## config.mk

```make
export PLATFORM = sky130hd
export DESIGN_NAME = prqw_top
export DESIGN_NICKNAME = d
export VERILOG_FILES = /design/src/rtl/prqw_pkg.sv /design/src/rtl/prqw_msg_if.sv /design/src/rtl/prqw_qptr.sv /design/src/rtl/prqw_rec_fmt.sv /design/src/rtl/prqw_top.sv
export SDC_FILE = /design/constraint.sdc
export NUM_CORES = 1
export LEC_CHECK = 0
export ABC_CLOCK_PERIOD_IN_PS = 4600
export BUFFER_PORTS_ARGS = -buffer_cell sky130_fd_sc_hd__buf_2
export CAP_MARGIN = 20
export CORE_UTILIZATION = 51
export CTS_BUF_LIST = sky130_fd_sc_hd__clkbuf_8
export DETAILED_ROUTE_END_ITERATION = 16
export PLACE_DENSITY_LB_ADDON = 0.2
export SETUP_SLACK_MARGIN = 0.05
export SLEW_MARGIN = 40
export SYNTH_ARGS = -nofsm -noshare
export SYNTH_HDL_FRONTEND = slang
export SYNTH_HIERARCHICAL = 1
export SYNTH_SLANG_ARGS = --single-unit
```

## constraint.sdc

```tcl
create_clock -name clk -period 4.6 [get_ports clk]
set_input_delay 0.46 -clock clk [delete_from_list [all_inputs] [get_ports clk]]
set_output_delay 0.46 -clock clk [all_outputs]
set_load 0.02 [all_outputs]
```

## src/rtl/prqw_pkg.sv

```systemverilog
// Purpose: Shared constants and pointer helpers for the page request queue writer
// Assumes: 32-bit register port with byte offsets, 128-bit queue records
// Notes: Pointers hold the index plus one wrap bit just above the live index bits
package prqw_pkg;
  // Queue geometry
  localparam int PRQW_IDX_W = 19;
  localparam int PRQW_PTR_W = PRQW_IDX_W + 1;
  localparam int PRQW_REC_W = 128;
  localparam int PRQW_ENTRY_SHIFT = 4;
  localparam int PRQW_LOG2_W = 5;
  localparam logic [4:0] PRQW_LOG2_MAX = 5'h13;
  localparam logic [4:0] PRQW_LOG2_RST = 5'h04;
  // Register offsets
  localparam logic [7:0] PRQW_OFF_CTRL = 8'h00;
  localparam logic [7:0] PRQW_OFF_BASE_LO = 8'h04;
  localparam logic [7:0] PRQW_OFF_BASE_HI = 8'h08;
  localparam logic [7:0] PRQW_OFF_LOG2 = 8'h0c;
  localparam logic [7:0] PRQW_OFF_PROD = 8'h10;
  localparam logic [7:0] PRQW_OFF_CONS = 8'h14;
  localparam logic [7:0] PRQW_OFF_RESP0 = 8'h18;
  localparam logic [7:0] PRQW_OFF_RESP1 = 8'h1c;
  localparam logic [7:0] PRQW_OFF_STATUS = 8'h20;
  // Control, status and command fields
  localparam int PRQW_CTRL_EN = 0;
  localparam int PRQW_CTRL_SS = 1;
  localparam int PRQW_CTRL_IRQ = 2;
  localparam logic [2:0] PRQW_CTRL_RST = 3'h0;
  localparam int PRQW_OVF_BIT = 31;
  localparam int PRQW_RESP_GRP_LSB = 16;
  localparam int PRQW_RESP_OK = 28;
  localparam int PRQW_RESP_SSV = 31;
  // Record fields
  localparam int PRQW_REC_TAG_LSB = 32;
  localparam int PRQW_REC_PRIV = 58;
  localparam int PRQW_REC_EXEC = 59;
  localparam int PRQW_REC_LAST = 62;
  localparam int PRQW_REC_SSV = 63;
  localparam int PRQW_REC_GRP_LSB = 64;
  localparam int PRQW_REC_PA_LSB = 76;
  localparam logic [2:0] PRQW_LWR_STOP = 3'h4;

  // Wrap bit of a queue of 2^l entries
  function automatic logic [PRQW_PTR_W-1:0] prqw_wrap(input logic [4:0] l);
    return PRQW_PTR_W'(1) << l;
  endfunction

  // Mask covering index and wrap bit
  function automatic logic [PRQW_PTR_W-1:0] prqw_mask(input logic [4:0] l);
    return (prqw_wrap(l) << 1) - PRQW_PTR_W'(1);
  endfunction
endpackage

```

## src/rtl/prqw_msg_if.sv

```systemverilog
// Purpose: Carries one incoming message and its formatted record
// Assumes: Driven and read on the same clock as the queue writer
// Notes: The formatter is purely combinational
`timescale 1ns/1ns
`default_nettype none
interface prqw_msg_if;
  import prqw_pkg::*;
  logic [15:0] requester_id;
  logic [15:0] rc_id;
  logic pasid_present;
  logic [19:0] pasid;
  logic last;
  logic write;
  logic read;
  logic exec;
  logic priv;
  logic [8:0] group_index;
  logic [51:0] page_addr;
  logic ss_support;
  logic [PRQW_REC_W-1:0] rec;
  logic is_stop;
  modport src (output requester_id, rc_id, pasid_present, pasid, last, write, read, exec,
    priv, group_index, page_addr, ss_support, input rec, is_stop);
  modport fmt (input requester_id, rc_id, pasid_present, pasid, last, write, read, exec,
    priv, group_index, page_addr, ss_support, output rec, is_stop);
endinterface
`default_nettype wire

```

## src/rtl/prqw_qptr.sv

```systemverilog
// Purpose: Producer pointer with full and empty detection
// Assumes: Consumer pointer supplied from software register
// Notes: Pointer is index plus wrap bit, up to 2^19 entries
`timescale 1ns/1ns
`default_nettype none
module prqw_qptr import prqw_pkg::*; (
  input wire logic clk,
  input wire logic rst,
  input wire logic [4:0] log2_size,
  input wire logic [prqw_pkg::PRQW_PTR_W-1:0] rd_ptr,
  input wire logic advance,
  output logic [prqw_pkg::PRQW_PTR_W-1:0] wr_ptr,
  output logic full,
  output logic empty
);
  logic [PRQW_PTR_W-1:0] wr_ptr_r;
  wire [PRQW_PTR_W-1:0] diff;

  // Compare index and wrap within the live size
  assign diff = (wr_ptr_r ^ rd_ptr) & prqw_mask(log2_size);
  assign full = (diff == prqw_wrap(log2_size));
  assign empty = (diff == '0);
  assign wr_ptr = wr_ptr_r;

  // Advance by one entry per written record
  always_ff @(posedge clk) begin
    if (rst) begin
      wr_ptr_r <= '0;
    end else if (advance) begin
      wr_ptr_r <= (wr_ptr_r + PRQW_PTR_W'(1)) & prqw_mask(log2_size);
    end
  end
endmodule
`default_nettype wire

```

## src/rtl/prqw_rec_fmt.sv

```systemverilog
// Purpose: Builds a 128-bit queue record from an incoming message
// Assumes: Record byte k sits on bits 8k+7..8k, so lane 0 is written first in memory
// Notes: Reserved fields are zero
`timescale 1ns/1ns
`default_nettype none
module prqw_rec_fmt import prqw_pkg::*; (
  prqw_msg_if.fmt m
);
  wire substream_valid_flag;

  // Substream valid only with a prefix and substream support
  assign substream_valid_flag = m.pasid_present & m.ss_support;
  // Stop marker needs a prefix, substream support and the stop code
  assign m.is_stop = substream_valid_flag & ({m.last, m.write, m.read} == PRQW_LWR_STOP);
  // Record image, low word is the source tag
  assign m.rec = {m.page_addr, 3'h0, m.group_index, substream_valid_flag, m.last, m.write, m.read,
    substream_valid_flag & m.exec, substream_valid_flag & m.priv, 6'h00, m.pasid, m.rc_id, m.requester_id};
endmodule
`default_nettype wire

```

## src/rtl/prqw_top.sv

```systemverilog
// Purpose: Page request queue writer, records messages into a memory ring
// Assumes: Messages and memory writes on clk; memory takes one record per cycle
// Notes: Registers on a plain strobe port, read data one cycle after the strobe
//
// What this block does
// - Records are written little-endian
// - Low 16 source tag bits are requester id
// - Substream valid follows presence of PASID prefix
// - No substream support forces substream valid low
// - Substream valid low forces execute, supervisor low
// - Record carries 20-bit context tag from PASID
// - Record holds page address and group index
// - Prefix plus code 100 with substream support is stop marker
// - Code 100 without prefix is ordinary request
// - Last flag recorded; optional pulse on last
// - Last never overtakes earlier group members
// - Group prefixes are not cross-checked
// - Response command sends group status to endpoint
// - Response carries PASID when substreams and valid
// - Accept when space, enabled, no error
// - Index arithmetic covers 2^19 entries
// - Write records only while queue enabled
// - Full on arrival toggles overflow flag once
// - Overflow active discards messages, writes nothing
//
// Local design decisions: the address-and-strobe port and the register offsets.
`timescale 1ns/1ns
`default_nettype none
module prqw_top import prqw_pkg::*; (
  input wire logic clk,
  input wire logic rst,
  input wire logic [7:0] reg_addr,
  input wire logic [31:0] reg_wdata,
  input wire logic reg_wr,
  input wire logic reg_rd,
  output logic [31:0] reg_rdata,
  input wire logic msg_valid,
  input wire logic [15:0] msg_requester_id,
  input wire logic [15:0] msg_rc_id,
  input wire logic msg_pasid_present,
  input wire logic [19:0] msg_pasid,
  input wire logic msg_last,
  input wire logic msg_write,
  input wire logic msg_read,
  input wire logic msg_exec,
  input wire logic msg_priv,
  input wire logic [8:0] msg_group_index,
  input wire logic [51:0] msg_page_addr,
  output logic mem_wr_valid,
  output logic [63:0] mem_wr_addr,
  output logic [PRQW_REC_W-1:0] mem_wr_data,
  output logic last_req_pulse,
  output logic resp_valid,
  output logic [15:0] resp_requester_id,
  output logic [8:0] resp_group_index,
  output logic resp_success,
  output logic resp_pasid_present,
  output logic [19:0] resp_pasid
);
  prqw_msg_if m ();
  logic [2:0] ctrl_r;
  logic [31:0] base_lo_r;
  logic [31:0] base_hi_r;
  logic [4:0] log2_r;
  logic [PRQW_PTR_W-1:0] rd_ptr_r;
  logic overflow_toggle_flag_r;
  logic ovack_r;
  logic [31:0] resp0_r;
  logic [19:0] resp1_r;
  logic [31:0] reg_rdata_r;
  logic mem_wr_valid_r;
  logic [63:0] mem_wr_addr_r;
  logic [PRQW_REC_W-1:0] mem_wr_data_r;
  logic last_req_pulse_r;
  logic resp_valid_r;
  logic [15:0] resp_requester_id_r;
  logic [8:0] resp_group_index_r;
  logic resp_success_r;
  logic resp_pasid_present_r;
  logic [19:0] resp_pasid_r;
  wire [PRQW_PTR_W-1:0] wr_ptr;
  wire q_full;
  wire q_empty;
  wire q_en;
  wire ss_sup;
  wire ovf_active;
  wire accept;
  wire overflow_hit;
  wire [PRQW_PTR_W-1:0] wr_idx;
  wire [63:0] entry_addr;
  wire [4:0] log2_nxt;
  wire wr_ctrl;
  wire wr_cons;
  wire wr_resp0;
  wire [31:0] rd_word;

  // Message fields into the formatter
  assign m.requester_id = msg_requester_id;
  assign m.rc_id = msg_rc_id;
  assign m.pasid_present = msg_pasid_present;
  assign m.pasid = msg_pasid;
  assign m.last = msg_last;
  assign m.write = msg_write;
  assign m.read = msg_read;
  assign m.exec = msg_exec;
  assign m.priv = msg_priv;
  assign m.group_index = msg_group_index;
  assign m.page_addr = msg_page_addr;
  assign m.ss_support = ss_sup;

  prqw_rec_fmt u_fmt (
    .m(m.fmt)
  );

  prqw_qptr u_qptr (
    .clk(clk),
    .rst(rst),
    .log2_size(log2_r),
    .rd_ptr(rd_ptr_r),
    .advance(accept),
    .wr_ptr(wr_ptr),
    .full(q_full),
    .empty(q_empty)
  );

  // Queue state and admission
  assign q_en = ctrl_r[PRQW_CTRL_EN];
  assign ss_sup = ctrl_r[PRQW_CTRL_SS];
  assign ovf_active = overflow_toggle_flag_r ^ ovack_r;
  assign accept = msg_valid & q_en & ~ovf_active & ~q_full;
  assign overflow_hit = msg_valid & q_en & q_full & ~ovf_active;
  assign wr_idx = wr_ptr & (prqw_wrap(log2_r) - PRQW_PTR_W'(1));
  assign entry_addr = {base_hi_r, base_lo_r} + (64'(wr_idx) << PRQW_ENTRY_SHIFT);

  // Register decode
  assign wr_ctrl = reg_wr & (reg_addr == PRQW_OFF_CTRL);
  assign wr_cons = reg_wr & (reg_addr == PRQW_OFF_CONS);
  assign wr_resp0 = reg_wr & (reg_addr == PRQW_OFF_RESP0);
  assign log2_nxt = (reg_wdata[4:0] > PRQW_LOG2_MAX) ? PRQW_LOG2_MAX : reg_wdata[4:0];

  // Read mux, unmapped offsets read zero
  assign rd_word =
    (reg_addr == PRQW_OFF_CTRL) ? {29'h0000_0000, ctrl_r} :
    (reg_addr == PRQW_OFF_BASE_LO) ? base_lo_r :
    (reg_addr == PRQW_OFF_BASE_HI) ? base_hi_r :
    (reg_addr == PRQW_OFF_LOG2) ? {27'h000_0000, log2_r} :
    (reg_addr == PRQW_OFF_PROD) ? {overflow_toggle_flag_r, 11'h000, wr_ptr} :
    (reg_addr == PRQW_OFF_CONS) ? {ovack_r, 11'h000, rd_ptr_r} :
    (reg_addr == PRQW_OFF_RESP0) ? resp0_r :
    (reg_addr == PRQW_OFF_RESP1) ? {12'h000, resp1_r} :
    (reg_addr == PRQW_OFF_STATUS) ? {28'h000_0000, ovf_active, q_empty, q_full, q_en} :
    32'h0000_0000;

  // Software registers
  always_ff @(posedge clk) begin
    if (rst) begin
      ctrl_r <= PRQW_CTRL_RST;
      base_lo_r <= 32'h0000_0000;
      base_hi_r <= 32'h0000_0000;
      log2_r <= PRQW_LOG2_RST;
    end else if (reg_wr) begin
      if (wr_ctrl) ctrl_r <= reg_wdata[2:0];
      if (reg_addr == PRQW_OFF_BASE_LO) base_lo_r <= reg_wdata;
      if (reg_addr == PRQW_OFF_BASE_HI) base_hi_r <= reg_wdata;
      if (reg_addr == PRQW_OFF_LOG2) log2_r <= log2_nxt;
    end
  end

  // Consumer pointer and overflow acknowledge
  always_ff @(posedge clk) begin
    if (rst) begin
      rd_ptr_r <= '0;
      ovack_r <= 1'b0;
    end else if (wr_cons) begin
      rd_ptr_r <= reg_wdata[PRQW_PTR_W-1:0] & prqw_mask(log2_r);
      ovack_r <= reg_wdata[PRQW_OVF_BIT];
    end
  end

  // Overflow flag toggles once per overflow episode
  always_ff @(posedge clk) begin
    if (rst) begin
      overflow_toggle_flag_r <= 1'b0;
    end else if (overflow_hit) begin
      overflow_toggle_flag_r <= ~overflow_toggle_flag_r;
    end
  end

  // Record write in arrival order, last never ahead of its group
  always_ff @(posedge clk) begin
    if (rst) begin
      mem_wr_valid_r <= 1'b0;
      mem_wr_addr_r <= 64'h0000_0000_0000_0000;
      mem_wr_data_r <= '0;
      last_req_pulse_r <= 1'b0;
    end else begin
      mem_wr_valid_r <= accept;
      last_req_pulse_r <= accept & msg_last & ~m.is_stop & ctrl_r[PRQW_CTRL_IRQ];
      if (accept) begin
        mem_wr_addr_r <= entry_addr;
        mem_wr_data_r <= m.rec;
      end
    end
  end

  // Group response command
  always_ff @(posedge clk) begin
    if (rst) begin
      resp0_r <= 32'h0000_0000;
      resp1_r <= 20'h0_0000;
      resp_valid_r <= 1'b0;
      resp_requester_id_r <= 16'h0000;
      resp_group_index_r <= 9'h000;
      resp_success_r <= 1'b0;
      resp_pasid_present_r <= 1'b0;
      resp_pasid_r <= 20'h0_0000;
    end else begin
      resp_valid_r <= wr_resp0;
      if (reg_wr && reg_addr == PRQW_OFF_RESP1) resp1_r <= reg_wdata[19:0];
      if (wr_resp0) begin
        resp0_r <= reg_wdata;
        resp_requester_id_r <= reg_wdata[15:0];
        resp_group_index_r <= reg_wdata[PRQW_RESP_GRP_LSB +: 9];
        resp_success_r <= reg_wdata[PRQW_RESP_OK];
        resp_pasid_present_r <= ss_sup & reg_wdata[PRQW_RESP_SSV];
        resp_pasid_r <= resp1_r;
      end
    end
  end

  // Read data one cycle after the strobe
  always_ff @(posedge clk) begin
    if (rst) begin
      reg_rdata_r <= 32'h0000_0000;
    end else begin
      reg_rdata_r <= reg_rd ? rd_word : 32'h0000_0000;
    end
  end

  // Outputs straight from flip-flops
  assign reg_rdata = reg_rdata_r;
  assign mem_wr_valid = mem_wr_valid_r;
  assign mem_wr_addr = mem_wr_addr_r;
  assign mem_wr_data = mem_wr_data_r;
  assign last_req_pulse = last_req_pulse_r;
  assign resp_valid = resp_valid_r;
  assign resp_requester_id = resp_requester_id_r;
  assign resp_group_index = resp_group_index_r;
  assign resp_success = resp_success_r;
  assign resp_pasid_present = resp_pasid_present_r;
  assign resp_pasid = resp_pasid_r;
endmodule
`default_nettype wire
```

* Yosys cells after proc, flatten, opt, wreduce, memory -nomap -nowiden
Index checks and enable logic that the tools add are counted.
** Operators by class
- Reductions and logical operators :: 9
- Magnitude comparators :: 1
- Bitwise gates (word level) :: 27
- Mux-type cells :: 10
- Equality and inequality tests :: 10
- Shift operators :: 1
- Add/sub/neg operators :: 4
** Operators with widths (number)
- 2-to-1 mux 32 bit :: 6
- bitwise AND 20 bit :: 4
- adder 64 x 24 -> 64 bit :: 1
- subtractor 20 x 1 -> 20 bit, second input constant :: 2
- == test 8 x 5 -> 1 bit, second input constant :: 4
- adder 20 x 1 -> 20 bit, second input constant :: 1
- == test 20 bit :: 1
- zero test 20 bit :: 1
- 2-to-1 mux 20 bit :: 1
- << shifter 1 x 5 -> 20 bit, first input constant :: 1
- bitwise XOR 20 bit :: 1
- bitwise AND 1 bit :: 16
- == test 8 x 4 -> 1 bit, second input constant :: 2
- == test 8 x 3 -> 1 bit, second input constant :: 1
- == test 8 x 6 -> 1 bit, second input constant :: 1
- zero test 8 bit :: 1
- AND reduction 2 bit :: 4
- > comparator 5 bit, second input constant :: 1
- 2-to-1 mux 5 bit :: 1
- NOT 1 bit :: 5
- 2-to-1 mux 4 bit :: 1
- == test 3 bit, second input constant :: 1
- 2-to-1 mux 3 bit :: 1
- OR reduction 3 bit :: 1
- other kinds (3) :: 3
** Word-level totals
- Register bits :: 431
- Output and inout port bits :: 274
- Word-level logic and storage cells :: 84
- Input bits :: 164

* Depth between registers and ports, before layout
Gate-level depths: netlist of run 1.
- Depth in word-level cells :: 13
- Depth in mapped cells :: 23
- Depth with buffers taken out :: 18

* Modules after synthesis
Netlist of run 1, hierarchy kept.
** Modules (own cells, without submodules)
- prqw_top :: area an instance 17082.6 sq um, cells each 2143, times used 1, sequential area each 7887.6 sq um
- prqw_qptr :: area an instance 2240.9 sq um, cells each 303, times used 1, sequential area each 400.4 sq um
- prqw_rec_fmt :: area an instance 983.4 sq um, cells each 132, times used 1, sequential area each 0.0 sq um

* Worst setup path after synthesis of run 1
Ideal clock, no wire load.
- Path type :: register -> register
- Start :: register log2_r[0]
- End :: register u_qptr.wr_ptr_r[18], in the netlist u_qptr/wr_ptr[18]
- Arrival time :: 4.527 ns
- Required time :: 4.514 ns
- Slack :: -0.013 ns
- Cell stages (with the launch flop) :: 23
- Period minus slack after synthesis :: 4.613 ns
- Buffers on the path :: 5
- Setup time :: 0.086 ns
- Path through :: dfxtp_1 -> buf_2 -> buf_1 -> nor2_1 -> nand2_1 -> ha_1 -> clkbuf_1 -> nand2_1 -> a21o_1 -> a211o_1 -> o221a_1 -> nand4_1 -> nor2_1 -> or3_1 -> inv_2 -> clkbuf_1 -> buf_1 -> and4_1 -> nand2_1 -> nor3_2 -> nand3_1 -> xor2_1 -> a211oi_1
** Between the ends
- Cells in the longest elaborated chain, start to end :: 6
- Elaborated cells on any way between the ends :: 7
- Classes of those cells :: 1 x add/sub; 1 x eq/ne; 1 x shift; 4 x bitwise
** Ends and longest elaborated chain
- start: declaration :: line prqw_top.sv:64 : logic [4:0] log2_r;
- start signal: assignment :: line prqw_top.sv:165 : if (reg_addr == PRQW_OFF_LOG2) log2_r <= log2_nxt;
- << shifter 1 x 5 -> 20 bit * :: line prqw_pkg.sv:44 : return PRQW_PTR_W'(1) << l;
- subtractor 20 x 1 -> 20 bit :: line prqw_pkg.sv:49 : return (prqw_wrap(l) << 1) - PRQW_PTR_W'(1);
- bitwise AND 20 bit :: line prqw_qptr.sv:20 : assign diff = (wr_ptr_r ^ rd_ptr) & prqw_mask(log2_size);
- == test 20 bit * :: line prqw_qptr.sv:21 : assign full = (diff == prqw_wrap(log2_size));
- named net q_full :: line prqw_top.sv:82 : wire q_full;
- NOT 1 bit * :: line prqw_top.sv:130 : assign accept = msg_valid & q_en & ~ovf_active & ~q_full;
- bitwise AND 1 bit * :: line prqw_top.sv:130
- named net accept :: line prqw_top.sv:87 : wire accept;
- end signal: assignment :: line prqw_qptr.sv:30 : wr_ptr_r <= (wr_ptr_r + PRQW_PTR_W'(1)) & prqw_mask(log2_size);
- end: declaration :: line prqw_qptr.sv:16 : logic [PRQW_PTR_W-1:0] wr_ptr_r;
Mark *: on every way through the listed nets, which the timed path passes. The rest lies on a longest branch.
A chain may end at the register's enable or synchronous reset.

* Worst setup path after layout of run 1
- Start :: register log2_r[3]
- End :: register mem_wr_addr_r[55], in the netlist mem_wr_addr[55]
** Between the ends
- Cells in the longest elaborated chain, start to end :: 6
- Elaborated cells on any way between the ends :: 9
- Classes of those cells :: 3 x add/sub; 1 x eq/ne; 1 x shift; 4 x bitwise
** Ends and longest elaborated chain
- << shifter 1 x 5 -> 20 bit * :: line prqw_pkg.sv:44
- parallel branches: the longest is 5 deep, another holds adder 64 x 24 -> 64 bit
- end signal: assignment :: line prqw_top.sv:200 : mem_wr_addr_r <= entry_addr;
- end: declaration :: line prqw_top.sv:72 : logic [63:0] mem_wr_addr_r;
Mark *: on every way between the ends.

==> results by group, run 1 <==
Place
  • Final Wtd Congestion: 0.998
  • Post-DP HPWL: 50400 um
  • DP Worst Slack: 302 ps
  • Port Buf Inserts: 437

Timing
  • Slew @ Worst Pin: 817 ps
  • Tmin final: 4300 ps
  • Slew headroom: 45.5%
  • Worst clock skew: 34.3 ps
  • Setup_tns: 0 ps
  • Hold Fails Final Rpt: 0
  • Final worst path period share: 93.5%
  • Fmax achieved: 232 MHz
  • Worst hold slack: 49.1 ps
  • Unrepaired setup endpoints after global routing: no
  • Final worst setup slack: 299 ps
  • Final setup violation count: 0
  • Fin. max-slew vios: 0

Clock network
  • Skew-Pair Late Insertion Delay: 650 ps
  • Clock Sinks: 414
  • CTS clk-pin slew, worst paths: 60 ps
  • H-tree Lvls: 3
  • Root Buffer Master: clkbuf_8
  • CTS tree: built
  • Clk buf depth: 3
  • Total CTS buffers: 70
  • Hold_buf cts: 0

Detailed routing
  • Number of vias per cell: 5.76
  • Final WL: 69200 um
  • Routed WL per cell: 20.3 um
  • Total number of vias: 19600
  • Remaining antenna violation count: 0
  • Initial drt markers: 1907
  • Drt drc: 0
  • Drt pass-1 iters: 6

Floorplan
  • FP Rows: 72
  • Die width: 202 um
  • Die extent in y: 202 um
  • Die area: 40600 sq um
  • Top Ports: 438
  • Initial Utilization: 52.2%
  • Core box area: 38900 sq um

Yosys
  • Post-synthesis sequential area ratio: 40.8%
  • Synth area leaders: dfxtp_1 41%, nand2_1 13%, a21oi_1 9.3%, buf_4 5.8%, clkbuf_1 2.4%
  • Commonest cells in the netlist: 678 x nand2_1, 414 x dfxtp_1, 379 x a21oi_1
  • Most common cell in the synthesized netlist: nand2_1
  • Synth top area share: 40.8%
  • Synth cell types: 105
  • Yosys reg bits: 414
  • Warnings from Yosys: 6
  • Mapped Avg Cell Area: 7.88 sq um
  • Post-synth EDFFs: 0
  • Ys async rst share: 0%
  • Top FF cell, synth: dfxtp_1
  • Top cell type by total area after synthesis: dfxtp_1
  • Synthesized instance count: 2578
  • Synthesized area: 20300 sq um

Run status
  • Status: finished clean

Global route
  • First-pass GRT wire length: 105000 um
  • Largest net degree at the start of global routing: 106
  • Antenna violations before repair: 3
  • Total GRT Usage: 33.0%
  • Vias in the first global route: 18200
  • GRT Residual Overflow: 0

Worst setup path
  • Critical path type: flop to flop
  • WP data arrival: 4830 ps
  • Kind of end point of the critical path: flop
  • Crit path max fanout: 11
  • Crit path required time: 5130 ps
  • CP Buf/Inv Count: 2
  • Slowest stage delay, CP: 400 ps
  • Slowest CP cell: dfxtp_1
  • CP top delay family: simple AND/OR/NAND/NOR gates
  • Crit-path cells: or2_2 -> nor2_1 -> nand2_1 -> ha_1 -> buf_4 -> and2_1 -> o21ai_0 -> nand2_1 -> and2_1 -> ha_1 -> nand3_1 -> or3_4 -> nor3_4 -> o31a_4 -> o21ai_2 -> buf_4 -> or4_1 -> a311oi_1
  • Startpoint class of the critical path: flop

Power
  • Total power divided by cell area: 308 nW/um^2
  • Lkg Pwr: 9.22 nW
  • Max VDD drop: 0.339 mV

Layout
  • Nets: 3019
  • Share of post-route cells with drive strength above 1: 23.2%
  • Final core occ: 60.0%
  • Layout area overhead: 15.0%
  • Fill cells: 3572

Worst hold path
  • Worst hold-check path type: primary input to flop

Run
  • Max-cap violations: 0
==> report_power, final <==
part           switching, W  internal, W  total (W)  leakage (nW)
registers        0.00000259      0.00359    0.00359          3.33
logic              0.000153    0.0000801   0.000233          5.07
clock network       0.00154      0.00183    0.00336         0.816
total               0.00169      0.00549    0.00719          9.22
==> through the flow <==
| stage | cell area (sq um) | total power (W) | cells |
|---|---|---|---|
| after detailed placement | 21900 | 0.00390 | 3277 |
| final | 23400 | 0.00719 | 3403 |
| after floorplan | 20300 | 0.00384 | 2586 |
| after CTS | 23300 | 0.00723 | 3401 |
| after global placement | 21800 | 0.00389 | 3275 |
| after global routing | 23400 | 0.00742 | 3403 |
==> layer usage <==
layer	vias to the layer above	wire (um)	track usage (%)	part of all wire [%]
met5	-	0	0	0
met1	9243	28800	42.8	42
met4	0	3080	15.7	4.5
li1	9244	-	-	-
met3	179	5500	6.37	8.0
met2	935	31800	52.7	46
==> layout by cell type (no fill, tap or decap), types with 41 or more instances in the layout <==
| master | n |
|---|---|
| nand2_1 | 677 |
| buf_2 | 435 |
| dfxtp_1 | 414 |
| a21oi_1 | 379 |
| nor2_1 | 112 |
| clkbuf_8 | 87 |
| buf_4 | 58 |
| o21ai_0 | 47 |
| inv_1 | 44 |
| a211oi_1 | 41 |
==> registers in the layout, indices dropped and copies added (netlist names), 3 cells and up <==
| register | flops |
|---|---|
| mem_wr_data | 128 |
| mem_wr_addr | 64 |
| base_hi_r | 32 |
| base_lo_r | 32 |
| reg_rdata | 32 |
| resp0_r | 32 |
| rd_ptr_r | 20 |
| resp1_r | 20 |
| resp_pasid | 20 |
| u_qptr/wr_ptr | 20 |
| log2_r | 5 |
| ctrl_r | 3 |
==> area by class of cell <==
class / count / area, sq um / share of cell area, %
timing repair buffer: 502 / 2790 / 12.0
antenna: 2 / 5.00 / 0.0214
tap: 518 / 648 / 2.78
clock buffer: 87 / 1200 / 5.13
sequential: 414 / 8290 / 35.5
clock inverter: 37 / 230 / 0.986
inverter: 20 / 80.1 / 0.343
multi-input combinational: 1823 / 10100 / 43.3
==> cell families (layout without fill, tap and decap cells) <==
logic type | count (synthesis) | in the layout | synth area share, %
buffers and inverters | 349 | 646 | 9.73
muxes | 31 | 31 | 2.59
DFF | 414 | 414 | 40.8
xor gates and xnor gates | 66 | 66 | 2.85
AOI/OAI and AO/OA | 651 | 651 | 19.5
and+or+nand+nor | 1042 | 1042 | 23.0
adders and majority gates | 24 | 24 | 1.52
other | 1 | 11 | 0.0185
==> worst paths after layout <==
| path | startpoint | end | slack, ps | depth (start not counted) |
|---|---|---|---|---|
| setup reg to reg | log2_r[3] | mem_wr_addr[55] | 300 | 18 |
| hold / removal | msg_pasid[14] | mem_wr_data[46] | 50 | 3 |
| setup / recovery | log2_r[3] | mem_wr_addr[55] | 300 | 18 |
| hold reg to reg | mem_wr_data[54] | mem_wr_data[54] | 450 | 2 |
==> what timing repair did <==
item | in CTS | in global routing
resized for setup | 0 | 4
endpoints found under the setup margin | 0 | 29
buffers inserted | 0 | 0
==> worst register-to-register path: cells and delay by family (launching register included) <==
kind / cells / cell delay [ps]
AO/OA/AOI/OAI: 4 / 660
AND/OR/NAND/NOR: 10 / 2070
buffers and inverters: 2 / 390
adder cells (fa/ha/maj): 2 / 680
flip-flops: 1 / 400
No activity file was read; power rests on OpenSTA's default activity.
==> run 2: changes to the inputs <==
--- a/config.mk
+++ b/config.mk
@@ -12,7 +12,7 @@
 export CTS_BUF_LIST = sky130_fd_sc_hd__clkbuf_8
 export DETAILED_ROUTE_END_ITERATION = 16
 export PLACE_DENSITY_LB_ADDON = 0.2
-export SETUP_SLACK_MARGIN = 0.05
+export SETUP_SLACK_MARGIN = 0.4
 export SLEW_MARGIN = 40
 export SYNTH_ARGS = -nofsm -noshare
 export SYNTH_HDL_FRONTEND = slang
==> run 2 against run 1 <==
  * Sequential cell count did not move
  * Combinational power barely moved
  * Final cell count rose by 0.65%
  * Via count rose by 2.1%
  * Maximum frequency rose by 6.3%
  * Hold slack improved by 2.9 ps
  * Critical path depth did not move
  * Sequential power barely moved
  * Die area did not move
  * First-iteration DRC count rose by 5.9%
  * Worst setup slack improved by 250 ps
  * Non-clock buffer count rose by 18
  * Largest power group unchanged
==> results by group, run 2 (synthesis results as in run 1) <==
Worst setup path
  • Kind of end point of the critical path: flop
  • WP data arrival: 4580 ps (-250 ps)
  • CP top delay family: simple AND/OR/NAND/NOR gates
  • Crit-path cells: or2_2 -> nor2_2 -> nand2_1 -> ha_4 -> buf_4 -> nand2_1 -> a21oi_1 -> o21ai_0 -> nand2_1 -> and2_1 -> ha_2 -> nand3_1 -> or3_4 -> nor3_4 -> o31a_4 -> o21ai_2 -> or4_1 -> a311oi_2
  • Most used cell, CP: nand2_1
  • Slowest CP cell: or4_1
  • Slowest stage delay, CP: 470 ps (+70 ps)
  • Crit path required time: 5130 ps (about the same)
  • Startpoint class of the critical path: flop
  • Critical path type: flop to flop
  • Crit path max fanout: 9 (-2)
  • CP Buf/Inv Count: 1 (-1)

Power
  • Lkg Pwr: 9.37 nW (+1.6%)
  • Total power divided by cell area: 307 nW/um^2 (-0.33%)
  • Switching fraction of total power: 23.2% (-0.30 points)
  • Sw power: 0.00169 W (-0.13%)
  • P_int: 0.00558 W (+1.6%)
  • Clock share of power: 47.4% (+0.6 points)
  • Sequential power share: 49.4% (-0.6 points)
  • Max VDD drop: 0.237 mV (-30%)
  • Total chip power: 0.00727 W (+1.2%)
  • Comb pwr share: 3.2% (about the same)

Clock network
  • Skew-Pair Late Insertion Delay: 650 ps (about the same)
  • CTS tree: built
  • CTS clk-pin slew, worst paths: 60 ps (about the same)
  • Root Buffer Master: clkbuf_8
  • Clock Sinks: 414 (unchanged)
  • H-tree Lvls: 3 (unchanged)
  • Clk buf depth: 3 (unchanged)
  • Total CTS buffers: 71 (+1.4%)

Place
  • Post-Place Cells: 3284 (+0.21%)
  • DP Worst Slack: 314 ps (+11.4 ps)
  • Port Buf Inserts: 437 (unchanged)
  • Final Wtd Congestion: 0.968 (-3.0%)
  • Post-DP HPWL: 52100 um (+3.4%)

Floorplan
  • FP Rows: 72 (unchanged)
  • Die width: 202 um (unchanged)
  • Die extent in y: 202 um (unchanged)
  • Core box area: 38900 sq um (unchanged)
  • Initial Utilization: 52.2% (unchanged)
  • Top Ports: 438 (unchanged)
  • Die area: 40600 sq um (unchanged)

Timing
  • Hold Fails Final Rpt: 0 (unchanged)
  • Fin. max-slew vios: 0 (unchanged)
  • Final worst path period share: 88.0% (-5.5 points)
  • Tmin final: 4050 ps (-253 ps)
  • Worst clock skew: 33.9 ps (-0.410 ps)
  • Fmax achieved: 247 MHz (+6.3%)
  • Final setup violation count: 0 (unchanged)
  • Final worst setup slack: 552 ps (+253 ps)
  • Unrepaired setup endpoints after global routing: yes
  • Slew @ Worst Pin: 844 ps (+27.1 ps)
  • Slew headroom: 43.7% (-1.8 points)
  • Setup_tns: 0 ps (unchanged)

Detailed routing
  • Total number of vias: 20000 (+2.1%)
  • Drt pass-1 iters: 6 (unchanged)
  • Routed WL per cell: 21.0 um (+3.5%)
  • Final WL: 72000 um (+4.1%)
  • Remaining antenna violation count: 0 (unchanged)
  • Drt drc: 0 (unchanged)
  • Number of vias per cell: 5.84 (+1.5%)
  • Initial drt markers: 2020 (+5.9%)

Global route
  • Largest net degree at the start of global routing: 125 (+18%)
  • Antenna violations before repair: 3 (unchanged)
  • GRT Residual Overflow: 0 (unchanged)
  • First-pass GRT wire length: 108000 um (+2.3%)
  • Total GRT Usage: 34.0% (+0.98 points)
  • Vias in the first global route: 18500 (+1.9%)

Layout
  • Max reg flops: 128 (unchanged)
  • Fill cells: 3589 (+0.48%)
  • Most frequent cells in the layout: 676 x nand2_1, 435 x buf_2, 412 x dfxtp_1
  • Non-Filler Instances: 3425 (+0.65%)
  • Final core occ: 60.9% (+0.90 points)
  • Nets: 3041 (+0.73%)
  • Layout area overhead: 16.7%
  • Commonest non-fill, non-tap cell in the layout: nand2_1
  • Share of post-route cells with drive strength above 1: 24.7% (+1.5 points)

Run status
  • Status: finished clean

Run
  • Max-cap violations: 0 (unchanged)

Worst hold path
  • Worst hold-check path type: primary input to flop
## run 2: changes by cell type in the layout (fill, tap and decap cells not counted), moves of 5 or more
cell | previous run | this run
a21oi_1 | 379 | 374
a21oi_2 | 2 | 7
buf_4 | 58 | 73
buf_6 | 1 | 6
clkbuf_8 | 87 | 92
clkinv_2 | 1 | 7
ha_1 | 23 | 18
inv_1 | 44 | 37
## run 2: repair_timing
item,in CTS,in global routing
setup endpoints to repair,17,203
buffers inserted,0,10
cloned,0,4
gates resized for setup,4,39
hold buffers,0,0
pin swaps,0,9
## run 2: path summary, 6_finish.rpt
| kind | start | to | slack, ps | cells past startpoint |
|---|---|---|---|---|
| max | log2_r[3] | mem_wr_addr[55] | 550 | 18 |
| min | msg_rc_id[13] | mem_wr_data[29] | 50 | 3 |
| max reg2reg | log2_r[3] | mem_wr_addr[55] | 550 | 18 |
| min reg2reg | mem_wr_addr[6] | mem_wr_addr[6] | 450 | 2 |
## run 2: final cells by class
type / instances / area [sq um] / area share, %
multi-input cells: 1826 / 10300 / 43.3
flip-flops and latches: 414 / 8290 / 35.0
repair buffers: 520 / 2930 / 12.4
clock buffers: 92 / 1270 / 5.34
well taps: 518 / 648 / 2.73
clock inverters: 33 / 214 / 0.903
inverters: 20 / 80.1 / 0.338
diodes: 2 / 5.00 / 0.0211
## run 2: worst min-delay path: cells and delay by family
kind | cells | cell delay (ps)
AOI/OAI and AO/OA | 1 | 50
buffers and inverters | 1 | 90
and+or+nand+nor | 1 | 40
## run 2: metrics by stage
stage / instance area, sq um / hold WS (ps)
after floorplan: 20300 / 427
after CTS: 23400 / 18.6
after global placement: 21900 / 436
after global routing: 23700 / 37.8
final: 23700 / 52.0
after detailed placement: 21900 / 443
## run 2: power groups by stage
stage / Combinational, W / Sequential [W] / Clock (W)
3_3_place_gp: 0.000223 / 0.00367 / 0
2_1_floorplan: 0.000170 / 0.00367 / 0
3_5_place_dp: 0.000228 / 0.00367 / 0
6_report: 0.000234 / 0.00359 / 0.00345
4_1_cts: 0.000229 / 0.00359 / 0.00350
5_1_grt: 0.000247 / 0.00359 / 0.00368
## run 2: routing by layer
metal / track usage (%) / vias up / share of wire (%)
met2: 56.4 / 1033 / 48
met4: 13.2 / 0 / 3.5
met1: 43.9 / 9522 / 41
met5: 0 / - / 0
met3: 5.99 / 162 / 7.6
li1: - / 9299 / -
==> run 3: changes to the inputs <==
--- a/config.mk
+++ b/config.mk
@@ -8,6 +8,7 @@
 export ABC_CLOCK_PERIOD_IN_PS = 4600
 export BUFFER_PORTS_ARGS = -buffer_cell sky130_fd_sc_hd__buf_2
 export CAP_MARGIN = 20
+export CORE_MARGIN = 5
 export CORE_UTILIZATION = 51
 export CTS_BUF_LIST = sky130_fd_sc_hd__clkbuf_8
 export DETAILED_ROUTE_END_ITERATION = 16
==> run 3 against run 2 <==
  * Maximum frequency down 0.30%
  * Die area up 8.1%
  * Hold slack better by 17 ps
  * Count of clock-buffer cells in the layout is 7 lower
  * Sequential cell count stayed put
  * Core utilization decreased by 1.6 points
  * Cell area is 1.1% lower
  * Non-clock buffer count down 12
  * Total power decreased by 4.2%
  * Sequential power about the same
==> results by group, run 3 (synthesis results as in run 1) <==
Run status
  • Status: finished clean

Floorplan
  • FP Rows: 73 (+1.4%)
  • Core box area: 39500 sq um (+1.6%)
  • Top Ports: 438 (unchanged)
  • Initial Utilization: 51.3% (-0.83 points)
  • Die extent in y: 210 um (+4.0%)
  • Die area: 43900 sq um (+8.1%)
  • Die width: 210 um (+4.0%)

Layout
  • Most frequent cells in the layout: 677 x nand2_1, 436 x buf_2, 412 x dfxtp_1
  • Nets: 3027 (-0.46%)
  • Post-route cell area: 23400 sq um (-1.1%)
  • Layout area overhead: 15.4%
  • Non-Filler Instances: 3411 (-0.41%)
  • Commonest non-fill, non-tap cell in the layout: nand2_1
  • Fill cells: 3708 (+3.3%)
  • Max reg flops: 128 (unchanged)
  • Share of post-route cells with drive strength above 1: 24.2% (-0.56 points)

Global route
  • Antenna violations before repair: 1 (-2)
  • Largest net degree at the start of global routing: 213 (+70%)
  • Total GRT Usage: 31.0% (-3.0 points)
  • Vias in the first global route: 18400 (-0.97%)
  • First-pass GRT wire length: 108000 um (+0.60%)
  • GRT Residual Overflow: 0 (unchanged)

Timing
  • Setup_tns: 0 ps (unchanged)
  • Hold Fails Final Rpt: 0 (unchanged)
  • Final setup violation count: 0 (unchanged)
  • Final worst setup slack: 540 ps (-12.2 ps)
  • Slew @ Worst Pin: 771 ps (-73.2 ps)
  • Worst clock skew: 29.3 ps (-4.55 ps)
  • Worst hold slack: 69.3 ps (+17.3 ps)
  • Unrepaired setup endpoints after global routing: no
  • Fmax achieved: 246 MHz (-0.30%)
  • Tmin final: 4060 ps (+12.2 ps)
  • Fin. max-slew vios: 0 (unchanged)
  • Final worst path period share: 88.3% (+0.27 points)
  • Slew headroom: 48.5% (+4.8 points)

Power
  • Lkg Pwr: 9.22 nW (-1.5%)
  • Switching fraction of total power: 23.5% (+0.23 points)
  • Total power divided by cell area: 297 nW/um^2 (-3.1%)
  • Max VDD drop: 0.250 mV (+5.6%)
  • Comb pwr share: 3.3% (about the same)
  • Sequential power share: 51.5% (+2.1 points)
  • P_int: 0.00533 W (-4.5%)
  • Clock share of power: 45.1% (-2.3 points)
  • Sw power: 0.00164 W (-3.2%)

Worst setup path
  • Reg-to-Reg Start: log2_r[0]
  • Critical path type: flop to flop
  • Kind of end point of the critical path: flop
  • WP data arrival: 4590 ps (about the same)
  • Crit path required time: 5130 ps (about the same)
  • Startpoint class of the critical path: flop
  • Critical Path Source: log2_r[0]
  • Crit path max fanout: 14 (+5)

Clock network
  • Clk buf depth: 3 (unchanged)
  • CTS clk-pin slew, worst paths: 60 ps (about the same)
  • H-tree Lvls: 3 (unchanged)
  • Clock Sinks: 414 (unchanged)
  • CTS tree: built
  • Skew-Pair Late Insertion Delay: 630 ps (-20 ps)
  • Root Buffer Master: clkbuf_8
  • Total CTS buffers: 70 (-1.4%)

Detailed routing
  • Final WL: 72300 um (+0.38%)
  • Routed WL per cell: 21.2 um (+0.79%)
  • Total number of vias: 19700 (-1.5%)
  • Drt drc: 0 (unchanged)
  • Initial drt markers: 1887 (-6.6%)
  • Remaining antenna violation count: 0 (unchanged)
  • Drt pass-1 iters: 5 (-1)
  • Number of vias per cell: 5.78 (-1.1%)

Place
  • DP Worst Slack: 150 ps (-164 ps)
  • Final Wtd Congestion: 0.968 (about the same)
  • Post-Place Cells: 3288 (+0.12%)
  • Post-DP HPWL: 53000 um (+1.8%)
  • Port Buf Inserts: 437 (unchanged)
  • Dpl cell area: 21900 sq um (about the same)

Worst hold path
  • Worst hold-check path type: primary input to flop
  • Hold path start: msg_page_addr[41]

Run
  • Max-cap violations: 0 (unchanged)
[run 3: layer usage]
| metal | up-vias | GRT usage, % | share of wire (%) |
|---|---|---|---|
| li1 | 9273 | - | - |
| met5 | - | 0 | 0 |
| met3 | 175 | 7.10 | 9.3 |
| met4 | 0 | 12.5 | 4.3 |
| met1 | 9261 | 40.9 | 41 |
| met2 | 1012 | 49.3 | 46 |
[run 3: timing repair]
item,4_1_cts,5_1_grt
pin swaps,1,5
resized for setup,6,30
hold buffers,0,0
buffers inserted,1,0
setup endpoints to repair,28,165
gates cloned,1,1
[run 3: final cells by class]
| class | count | area (sq um) | share of cell area (%) |
|---|---|---|---|
| Multi-Input combinational cell | 1825 | 10300 | 43.8 |
| Sequential cell | 414 | 8290 | 35.4 |
| Timing Repair Buffer | 508 | 2820 | 12.0 |
| Clock buffer | 85 | 1170 | 4.99 |
| Tap cell | 525 | 657 | 2.80 |
| Clock inverter | 33 | 151 | 0.646 |
| Inverter | 20 | 80.1 | 0.342 |
| Antenna cell | 1 | 2.50 | 0.0107 |
[run 3: worst paths after layout]
kind	endpoint	slack [ps]	cells past startpoint
min reg2reg	mem_wr_addr[18]	450	2
max	u_qptr/wr_ptr[18]	540	18
max reg2reg	u_qptr/wr_ptr[18]	540	18
min	mem_wr_data[117]	70	3
[run 3: per-stage QoR]
stage               util [%]  power, W
floorplan                  -   0.00384
global placement        55.4   0.00389
detailed placement      55.4   0.00389
CTS                     58.8   0.00702
global route            59.3   0.00720
finish                  59.3   0.00697
[run 3: power by group through the flow]
stage	Sequential [W]	Clock (W)	Combinational, W
final	0.00359	0.00314	0.000233
after global routing	0.00359	0.00336	0.000247
after CTS	0.00359	0.00320	0.000226
after detailed placement	0.00367	0	0.000225
after global placement	0.00367	0	0.000223
after floorplan	0.00367	0	0.000170
[run 3: worst max-delay path: stages (launching register included)]
cell and delay (ps):
dfxtp_1 360, buf_4 220, nor2_1 140, nand2_1 120
ha_2 280, or3_1 330, a21o_1 220, a211o_1 300
o221a_1 120, nand4_1 100, nor2_1 120, or3_4 430
inv_6 80, and4_1 220, nand2_1 170, nor3_4 220
nand3_1 120, xor2_1 170, a211oi_1 240
